File: src/rtl/acc_map.vh
// Register map, field positions, reset values and event bits of the comparator control block.
// Assumes an APB master on the system clock and an analog comparator with two raw threshold flags.
//
// Summary of operation
// - The result goes high when the positive input leads by more than the hysteresis, low when the negative leads, otherwise it holds.
// - The result raises an interrupt request and can be driven out to an external pin.
// - A power control bit puts the comparator into a powered-down state to save supply current.
// - An 8-bit read/write control register sits at F90H and resets to 00010100.
// - Control bit 7 picks the positive input, 0 for the pin and 1 for the temperature sensor.
// - Control bit 6 picks the negative input, 0 for the pin with the reference off and 1 for the internal reference.
// - Control bits 5 to 2 set the reference in 0.2 V steps, default 0101, with codes 1010 to 1111 reserved.
`ifndef ACC_MAP_VH
`define ACC_MAP_VH

// ----------------------------------------------------------------------
// Register byte offsets
// ----------------------------------------------------------------------
`define ACC_OFS_CTRL 12'hF90
`define ACC_OFS_PWR 12'hF94
`define ACC_OFS_STAT 12'hF98
`define ACC_OFS_MASK 12'hF9C

// ----------------------------------------------------------------------
// Control register fields and reset value
// ----------------------------------------------------------------------
`define ACC_CTRL_RST 8'h14
`define ACC_CTRL_PSEL_BIT 7
`define ACC_CTRL_NSEL_BIT 6
`define ACC_CTRL_LVL_MSB 5
`define ACC_CTRL_LVL_LSB 2
`define ACC_LVL_MAX 4'h9

// ----------------------------------------------------------------------
// Power register fields and reset value
// ----------------------------------------------------------------------
`define ACC_PWR_RST 2'h0
`define ACC_PWR_DOWN_BIT 0
`define ACC_PWR_PIN_BIT 1

// ----------------------------------------------------------------------
// Status and mask layout
// ----------------------------------------------------------------------
`define ACC_EVT_W 3
`define ACC_EVT_CHG_BIT 0
`define ACC_EVT_RISE_BIT 1
`define ACC_EVT_FALL_BIT 2
`define ACC_STAT_LEVEL_BIT 7
`define ACC_MASK_RST 3'h0

`endif

File: src/rtl/acc_top.v
// Digital control around the analog comparator: APB registers, hysteresis latch, interrupt and pin output.
// Assumes an APB master on clock, and an analog front end that gives two raw flags: positive above
// negative by the hysteresis, and negative above positive by the hysteresis.
`timescale 1ns/100ps
`include "acc_map.vh"

module acc_top
(
  clock,
  nrst,
  ce,
  psel,
  penable,
  pwrite,
  paddr,
  pwdata,
  prdata,
  pready,
  pslverr,
  raw_above,
  raw_below,
  positive_input_select,
  negative_input_select,
  reference_enable,
  reference_level,
  comparator_power_down,
  comparator_out_pin,
  comparator_out_pin_oe,
  interrupt_request
);

input wire clock;
input wire nrst;
input wire ce;
input wire psel;
input wire penable;
input wire pwrite;
input wire [11:0] paddr;
input wire [31:0] pwdata;
output wire [31:0] prdata;
output wire pready;
output wire pslverr;
input wire raw_above;
input wire raw_below;
output wire positive_input_select;
output wire negative_input_select;
output wire reference_enable;
output wire [3:0] reference_level;
output wire comparator_power_down;
output wire comparator_out_pin;
output wire comparator_out_pin_oe;
output wire interrupt_request;

// ----------------------------------------------------------------------
// Register select codes
// ----------------------------------------------------------------------
localparam [2:0] SEL_NONE = 3'h0;
localparam [2:0] SEL_CTRL = 3'h1;
localparam [2:0] SEL_PWR = 3'h2;
localparam [2:0] SEL_STAT = 3'h3;
localparam [2:0] SEL_MASK = 3'h4;

// Address decode shared by the read mux and the write strobes.
function [2:0] acc_decode;
  input [11:0] addr;
  begin
    case (addr)
      `ACC_OFS_CTRL: acc_decode = SEL_CTRL;
      `ACC_OFS_PWR: acc_decode = SEL_PWR;
      `ACC_OFS_STAT: acc_decode = SEL_STAT;
      `ACC_OFS_MASK: acc_decode = SEL_MASK;
      default: acc_decode = SEL_NONE;
    endcase
  end
endfunction

// ----------------------------------------------------------------------
// State
// ----------------------------------------------------------------------
reg [7:0] ctrl_ff;
reg [1:0] pwr_ff;
reg [`ACC_EVT_W-1:0] status_ff;
reg [`ACC_EVT_W-1:0] mask_ff;
reg [31:0] prdata_ff;
reg pready_ff;
reg pslverr_ff;
reg result_ff;
reg ref_en_ff;
reg pin_ff;
reg pin_oe_ff;
reg irq_ff;
reg [31:0] rd_value;
reg nxt_result;
reg [`ACC_EVT_W-1:0] nxt_status;
wire [1:0] flags_sync;
wire [2:0] sel;
wire access;
wire done;
wire wr_done;
wire [3:0] lvl;

// Raw analog flags are asynchronous to the clock.
acc_sync #(.WIDTH(2)) u_sync
(
  .clock(clock),
  .nrst(nrst),
  .ce(ce),
  .async_in({raw_below, raw_above}),
  .sync_out(flags_sync)
);

assign sel = acc_decode(paddr);
assign access = psel & penable;
assign done = access & pready_ff;
assign wr_done = done & pwrite;
assign lvl = ctrl_ff[`ACC_CTRL_LVL_MSB:`ACC_CTRL_LVL_LSB];

// ----------------------------------------------------------------------
// Read mux
// ----------------------------------------------------------------------
// readback value
always @*
begin
  rd_value = 32'h0000_0000;
  case (sel)
    SEL_CTRL: rd_value[7:0] = ctrl_ff;
    SEL_PWR: rd_value[1:0] = pwr_ff;
    SEL_STAT:
    begin
      rd_value[`ACC_EVT_W-1:0] = status_ff;
      rd_value[`ACC_STAT_LEVEL_BIT] = result_ff;
    end
    SEL_MASK: rd_value[`ACC_EVT_W-1:0] = mask_ff;
    default: rd_value = 32'h0000_0000;
  endcase
end

// ----------------------------------------------------------------------
// APB slave: one wait state, then pready for one cycle
// ----------------------------------------------------------------------
// Read data is captured when pready rises, so it is stable at the completing edge.
always @(posedge clock)
begin
  if (!nrst)
  begin
    pready_ff <= 1'b0;
    pslverr_ff <= 1'b0;
    prdata_ff <= 32'h0000_0000;
  end
  else if (ce)
  begin
    if (done)
    begin
      pready_ff <= 1'b0;
      pslverr_ff <= 1'b0;
    end
    else if (access)
    begin
      pready_ff <= 1'b1;
      pslverr_ff <= (sel == SEL_NONE);
      prdata_ff <= pwrite ? 32'h0000_0000 : rd_value;
    end
  end
end

// ----------------------------------------------------------------------
// Configuration registers
// ----------------------------------------------------------------------
// control, power and mask register reset and write
always @(posedge clock)
begin
  if (!nrst)
  begin
    ctrl_ff <= `ACC_CTRL_RST;
    pwr_ff <= `ACC_PWR_RST;
    mask_ff <= `ACC_MASK_RST;
  end
  else if (ce && wr_done)
  begin
    if (sel == SEL_CTRL)
      ctrl_ff <= pwdata[7:0];
    if (sel == SEL_PWR)
      pwr_ff <= pwdata[1:0];
    if (sel == SEL_MASK)
      mask_ff <= pwdata[`ACC_EVT_W-1:0];
  end
end

// ----------------------------------------------------------------------
// Hysteresis latch and events
// ----------------------------------------------------------------------
// set, clear or hold
always @*
begin
  nxt_result = result_ff;
  if (!pwr_ff[`ACC_PWR_DOWN_BIT])
  begin
    if (flags_sync[0] && !flags_sync[1])
      nxt_result = 1'b1;
    else if (flags_sync[1] && !flags_sync[0])
      nxt_result = 1'b0;
  end
end

// change events, set wins over read clear
// Only bits that were returned by the read are cleared, so an event landing
// between capture and completion survives.
always @*
begin
  nxt_status = status_ff;
  if (done && !pwrite && sel == SEL_STAT)
    nxt_status = status_ff & ~prdata_ff[`ACC_EVT_W-1:0];
  if (nxt_result != result_ff)
  begin
    nxt_status[`ACC_EVT_CHG_BIT] = 1'b1;
    nxt_status[`ACC_EVT_RISE_BIT] = nxt_status[`ACC_EVT_RISE_BIT] | nxt_result;
    nxt_status[`ACC_EVT_FALL_BIT] = nxt_status[`ACC_EVT_FALL_BIT] | ~nxt_result;
  end
end

always @(posedge clock)
begin
  if (!nrst)
  begin
    result_ff <= 1'b0;
    status_ff <= {`ACC_EVT_W{1'b0}};
    irq_ff <= 1'b0;
    pin_ff <= 1'b0;
    pin_oe_ff <= 1'b0;
  end
  else if (ce)
  begin
    result_ff <= nxt_result;
    status_ff <= nxt_status;
    irq_ff <= |(nxt_status & mask_ff);
    pin_ff <= nxt_result & pwr_ff[`ACC_PWR_PIN_BIT];
    pin_oe_ff <= pwr_ff[`ACC_PWR_PIN_BIT];
  end
end

// ----------------------------------------------------------------------
// Analog control outputs
// ----------------------------------------------------------------------
// reference enable
// reserved levels keep the reference off rather than drive an undefined tap.
always @(posedge clock)
begin
  if (!nrst)
    ref_en_ff <= 1'b0;
  else if (ce)
    ref_en_ff <= ctrl_ff[`ACC_CTRL_NSEL_BIT] & (lvl <= `ACC_LVL_MAX) & ~pwr_ff[`ACC_PWR_DOWN_BIT];
end

assign positive_input_select = ctrl_ff[`ACC_CTRL_PSEL_BIT];
assign negative_input_select = ctrl_ff[`ACC_CTRL_NSEL_BIT];
assign reference_level = lvl;
assign reference_enable = ref_en_ff;
assign comparator_power_down = pwr_ff[`ACC_PWR_DOWN_BIT];
assign comparator_out_pin = pin_ff;
assign comparator_out_pin_oe = pin_oe_ff;
assign interrupt_request = irq_ff;
assign prdata = prdata_ff;
assign pready = pready_ff;
assign pslverr = pslverr_ff;

endmodule // acc_top

File: src/rtl/acc_sync.v
// Two-stage synchroniser for levels arriving from outside the clock domain.
// Assumes the inputs are quasi-static levels; the first stage feeds only the second.
`timescale 1ns/100ps

module acc_sync
#(
  parameter WIDTH = 2
)
(
  input wire clock,
  input wire nrst,
  input wire ce,
  input wire [WIDTH-1:0] async_in,
  output wire [WIDTH-1:0] sync_out
);

reg [WIDTH-1:0] meta_ff;
reg [WIDTH-1:0] sync_ff;

// Both stages freeze with the clock enable so no half-moved sample leaks.
always @(posedge clock)
begin
  if (!nrst)
  begin
    meta_ff <= {WIDTH{1'b0}};
    sync_ff <= {WIDTH{1'b0}};
  end
  else if (ce)
  begin
    meta_ff <= async_in;
    sync_ff <= meta_ff;
  end
end

assign sync_out = sync_ff;

endmodule // acc_sync

File: config.mk
export PLATFORM = sky130hd
export DESIGN_NAME = acc_top
export DESIGN_NICKNAME = d
export VERILOG_FILES = /design/src/rtl/acc_top.v /design/src/rtl/acc_sync.v
export VERILOG_INCLUDE_DIRS = /design/src /design/src/rtl
export SDC_FILE = /design/constraint.sdc
export NUM_CORES = 1
export LEC_CHECK = 0
export BUFFER_PORTS_ARGS = -buffer_cell sky130_fd_sc_hd__clkbuf_2
export CORE_AREA = 2 2 71 73
export CTS_CLUSTER_SIZE = 12
export DETAILED_ROUTE_END_ITERATION = 8
export DIE_AREA = 0 0 73 75
export PLACE_DENSITY = 0.75
export SLEW_MARGIN = 20
export SYNTH_ARGS = -nofsm -noshare
export SYNTH_HDL_FRONTEND = slang
export SYNTH_SLANG_ARGS = --single-unit
File: constraint.sdc
create_clock -name clock -period 2 [get_ports clock]
set_clock_uncertainty 0.15 [all_clocks]
set_input_delay 0.4 -clock clock [delete_from_list [all_inputs] [get_ports clock]]
set_output_delay 0.4 -clock clock [all_outputs]
set_load 0.005 [all_outputs]
## After elaboration in Yosys (flattened, before gate mapping)

Index checks and enable logic that the tools add are counted.

| word-level totals | value |
|---|---|
| bits in registers | 59 |
| input port bits | 52 |
| output and inout port bits | 45 |
| logic and storage cells | 69 |

| operators by class | value |
|---|---|
| magnitude comparators | 1 |
| eq/ne operators | 9 |
| muxes and demuxes | 15 |
| bitwise gates (word level) | 14 |
| reduce and logical (&&, ||, !) cells | 16 |

Operators with widths:

| kind | number |
|---|---|
| $eq 12x12->1 const B | 4 |
| $pmux 3 s4 | 1 |
| $mux 8 | 1 |
| $pmux 2 s4 | 1 |
| $reduce_and 2->1 | 4 |
| $mux 1 | 7 |
| $and 1x1->1 | 6 |
| $and 3x3->3 | 2 |
| $eq 3x2->1 const B | 2 |
| $mux 3 | 2 |
| $logic_and 1x1->1 | 5 |
| $le 4x4->1 const B | 1 |
| $mux 4 | 1 |
| $eq 3x1->1 const B | 1 |
| $eq 3x3->1 const B | 1 |
| $logic_not 1->1 | 3 |
| $logic_not 3->1 | 1 |
| $not 1->1 | 3 |
| $not 3->3 | 1 |
| $pmux 1 s3 | 1 |
| $reduce_and 3->1 | 1 |
| $reduce_or 3->1 | 1 |
| $or 1x1->1 | 2 |
| $pmux 1 s2 | 1 |
| other kinds (2) | 2 |

## Logic depth before layout (Yosys ltp)

| logic depth | value |
|---|---|
| word-level depth | 10 |
| gate-level depth with buffers | 7 |
| mapped depth without buffers | 4 |

## Hierarchy

A second synthesis with hierarchy kept.

| second synthesis, totals | value |
|---|---|
| cell total of the unflattened synthesis | 219 |
| area total of the unflattened synthesis | 1918.1 um^2 |

By module, submodules not included:

| module | instances | cells an instance | area each (um^2) | seq. area each (um^2) |
|---|---|---|---|---|
| acc_top | 1 | 206 | 1761.7 | 620.6 |
| acc_sync | 1 | 13 | 156.4 | 80.1 |

## Worst setup path after synthesis

No wires, ideal clock.

| timing path | value |
|---|---|
| kind | input -> register |
| start point | input paddr[1] |
| end point | register status_ff[2] |
| library setup time | 0.122 ns |
| arrival | 1.866 ns |
| data required time | 1.728 ns |
| setup slack | -0.138 ns |
| stages on the path | 5 |
| path buffers | 2 |
| cell sequence | or4b_1 > buf_2 > or3_1 > buf_2 > o311a_1 |

| on the way | value |
|---|---|
| longest elaborated chain between the ends | 7 |
| elaborated cells on any way between the ends | 10 |
| those cells by class | 5 x eq/ne; 3 x mux; 1 x bitwise; 1 x reduce/logical |

RTL lines:

| item | RTL line | RTL |
|---|---|---|
| start, declared | acc_top.v:38 | `input wire [11:0] paddr;` |
| $eq 12x12->1 | acc_top.v:67 | `case (addr)` |
| $pmux 3 s4 * | acc_top.v:67 |  |
| $eq 3x2->1 * | acc_top.v:211 | `if (done && !pwrite && sel == SEL_STAT)` |
| $logic_and 1x1->1 * | acc_top.v:211 |  |
| $mux 3 * | acc_top.v:211 |  |
| $or 1x1->1 | acc_top.v:217 | `` nxt_status[`ACC_EVT_FALL_BIT] = nxt_status[`ACC_EVT_FALL_BIT] \| ~nxt_result; `` |
| $mux 3 * | acc_top.v:213 | `if (nxt_result != result_ff)` |
| end signal, assigned | acc_top.v:226 | `` status_ff <= {`ACC_EVT_W{1'b0}}; `` |
| end signal, assigned | acc_top.v:234 | `status_ff <= nxt_status;` |
| end, declared | acc_top.v:82 | `` reg [`ACC_EVT_W-1:0] status_ff; `` |

Mark *: on every way between the ends. The rest lies on a longest branch, timed or not.
A chain may end at the register's enable or synchronous reset.

## Final worst setup path

| timing path | value |
|---|---|
| start point | input paddr[1] |
| end point | register mask_ff[0] |

| on the way | value |
|---|---|
| longest elaborated chain between the ends | 4 |
| elaborated cells on any way between the ends | 7 |
| those cells by class | 5 x eq/ne; 1 x mux; 1 x reduce/logical |

RTL lines:

| item | RTL line | RTL |
|---|---|---|
| $eq 12x12->1 | acc_top.v:67 |  |
| $pmux 3 s4 * | acc_top.v:67 |  |
| $eq 3x3->1 * | acc_top.v:184 | `if (sel == SEL_MASK)` |
| $reduce_and 2->1 (no line) * | - |  |
| end signal, assigned | acc_top.v:176 | `` mask_ff <= `ACC_MASK_RST; `` |
| end signal, assigned | acc_top.v:185 | `` mask_ff <= pwdata[`ACC_EVT_W-1:0]; `` |
| end, declared | acc_top.v:83 | `` reg [`ACC_EVT_W-1:0] mask_ff; `` |

Marks and branches as above.

==> results.txt <==
The run finished with clean final reports. The area growth from synthesis to layout is 21.15%. Setup repair after global routing left no endpoint under its margin.

The number of nets in the finished design came out at 337. The post-place instance area is 0.002201 mm². The number of cells after detailed placement is 332. The cell taking the most area after synthesis is dfxtp_1. The H-tree depth reported by CTS is 2. The width of the chip is 73 µm. The area of the die is 0.005475 mm². The via count normalized by instance count is 5.232. The share of async-settable or async-resettable flops after synthesis came out at 0. VDD sags by at most 0.0003235 V. The count of fill cells added during filler insertion came out at 462. The final hold slack is 0.1844 ns. The ratio of total power to cell area is 597.5 mW/mm². The final route contains 1,779 vias.

STA classifies the critical path startpoint as an input port. The cell count after synthesis is 227. Counting instances in the post-synthesis netlist gives the leading cell types as 35 x dfxtp_1, 28 x buf_4, 26 x a21oi_1. The number of warning messages in the yosys log is 0.

The critical path required time is 2.03 ns. The share of post-route cells with drive strength above 1 is 0.3042. The post-cts hold buffer count is 0.

The average size of a mapped cell came out at 8.339 µm². The finished layout cell area is 0.002293 mm². The via count of the first global-routing pass came out at 1,619.

By startpoint and endpoint, the worst setup path is classified as input port to register. The global router's overall resource usage came out at 0.1767. After clock tree synthesis, the clock-pin slew on the worst setup and hold paths is 0.08 ns. The CTS tree is built. The number of buffers between clock root and the deepest sink is 2. The average wire length per cell after detail routing is 13.80 µm. The count of nets left with antenna violations once routing finished came out at 0. Counting flops with a built-in enable in the synthesized netlist gives 0. For this design the static power due to leakage is 0.0009247 µW. The worst setup path is captured at a register. The first-pass iteration count of the detailed router came out at 4. The number of distinct standard cells referenced by the synthesized netlist came out at 42. The area of all sequential standard cells came out at 700.7 µm². The later pin in the worst-skew pair is clocked with a latency of 0.29 ns. The number of top-level pins is 97. Max-cap violations in this run came to 0.

The weighted congestion reported at the end of routability-driven placement came out at 0.8235. The count of state elements after synthesis came out at 35. The number of buffers created by CTS is 5. The height of the die is 75 µm.

The violation count after the first detailed-route iteration came out at 145. The max-slew violation count came out at 0. At the pin with the least slew margin, the transition time is 0.5400 ns.

The clock net in this run drives a total of 35 sinks. The sum of overflow across all layers after global routing came out at 0. The core area is 0.004661 mm². Of all nets on the critical path, the largest fanout is 13. The count of final setup violators is 0.

The maximum achievable frequency is 551.1 MHz. The number of rows in the core area came out at 25. The antenna diode instance count came out at 0. The prevailing post-synth register cell is dfxtp_1. The tree is rooted in a clkbuf_8. The part of the Yosys area used for sequential elements is 0.3701. The count of placed standard cells in the final layout, fillers left out came out at 340. The cell area that synthesis handed to floorplanning was 0.001893 mm². Measured against its own limit, the worst slew margin works out to 0.6349. Of the post-synthesis cell area, the dominant cell type holds 0.3701. The hold violation count in the final report is 0. By area the synthesized netlist is led by dfxtp_1 37%, buf_4 11%, a21oi_1 6.9%.

Detailed placement finished with a half-perimeter wire length of 3664 µm. The most common cell in the synthesized netlist is dfxtp_1. Summing all multi-input logic gate instances after layout gives 0.001022 mm². The count of port buffers added during placement is 48. Dividing the final minimum period by the clock period gives 0.9073.

The largest net degree at the start of global routing came out at 22. The first global-routing pass estimated 7445 µm of wire. Data on the critical path arrives at its endpoint at 1.85 ns. The number of setup buffers added after CTS is 0. The number of remaining DRC errors is 0. The initial core utilization is 0.4062. The time the final worst path needs with I/O delays and setup came out at 1.815 ns. The number of antenna violations at the first check in global routing came out at 0. The total of cells resized after clock tree synthesis is 0. The path category of the worst min-delay check is input port to register.

After detailed routing, the total wire length is 4691 µm.
-- flip-flops by register name (all words and copies together) (netlist names), 2 cells and up --
register and cells:
ctrl_ff 8, prdata 8, mask_ff 3, status_ff 3
pwr_ff 2, u_sync.meta_ff 2, u_sync.sync_out 2
-- worst paths after layout --
check / startpoint / slack, ns / cells after the start / end
setup / recovery: paddr[1] / 0.19 / 6 / mask_ff[0]
hold / removal: pwdata[4] / 0.18 / 3 / ctrl_ff[4]
setup reg to reg: pready / 0.21 / 3 / ctrl_ff[7]
hold reg to reg: prdata[3] / 0.30 / 2 / prdata[3]
-- routing by layer --
layer	routed length (µm)	vias up	GRT usage
met1	2043	808	0.2169
met4	104	0	0.06790
met3	274	12	0.04418
met5	0	-	0
li1	-	889	-
met2	2269	70	0.2993
-- area by class of cell --
cell class                 count  share of cell area
multi-input combinational    172              0.4457
sequential                    35              0.3055
timing repair buffer          67              0.1724
clock buffer                   5             0.03001
tap                           54             0.02946
clock inverter                 3             0.01037
inverter                       4            0.006547
-- through the flow --
| stage | utilization | power, µW | setup slack [ns] | TNS (ns) |
|---|---|---|---|---|
| 2_1_floorplan | - | 829.3 | -0.07275 | -0.7648 |
| 3_3_place_gp | 0.4722 | 856.5 | -0.08789 | -0.9080 |
| 3_5_place_dp | 0.4722 | 859.4 | -0.1219 | -1.285 |
| 4_1_cts | 0.4921 | 1387 | 0.1971 | 0 |
| 5_1_grt | 0.4921 | 1428 | 0.1113 | 0 |
| 6_report | 0.4921 | 1370 | 0.1854 | 0 |
-- where the power goes --
part | total [µW] | switching [µW] | internal, µW
registers | 711 | 7.42 | 704
logic | 133 | 75.3 | 57.8
clock network | 526 | 277 | 249
-- placed cells by master, fill, tap and decap left out, types with 2 or more instances in the layout --
master      Yosys  final
mux2i_1         7      7
or4_1           2      2
a21oi_1        26     26
nor4_1          2      2
buf_4          28     18
or4b_2          2      2
clkbuf_2        0     48
clkbuf_8        0      5
nor4b_2         2      2
mux4_2          2      2
nand4_1         4      4
or3_1           2      2
nand4b_1        3      3
conb_1          1     24
o21ai_1         9     11
clkinvlp_4      0      2
nand2_1        16     16
nor3_1          2      2
nor2b_1         2      2
o211ai_1        3      3
and2_1          2      2
nor2_1         11     11
nand3_1        23     22
o21ai_0        11      9
inv_1           4      4
dfxtp_1        35     35
-- critical path, stage by stage --
cell	delay, ns
clkbuf_2	0.08
or4b_4	0.53
or3_1	0.34
buf_4	0.20
o21ai_0	0.20
a21oi_1	0.09
-- kinds of logic (layout without fill, tap and decap cells) --
kind of cell	count (synthesis)	after routing	synth area share
muxes	10	10	0.06675
AOI/OAI and AO/OA	57	57	0.1692
buffers and inverters	43	79	0.1467
other	1	24	0.001981
DFF	35	35	0.3701
and+or+nand+nor	81	81	0.2452
Power figures use the tool's default switching activity.
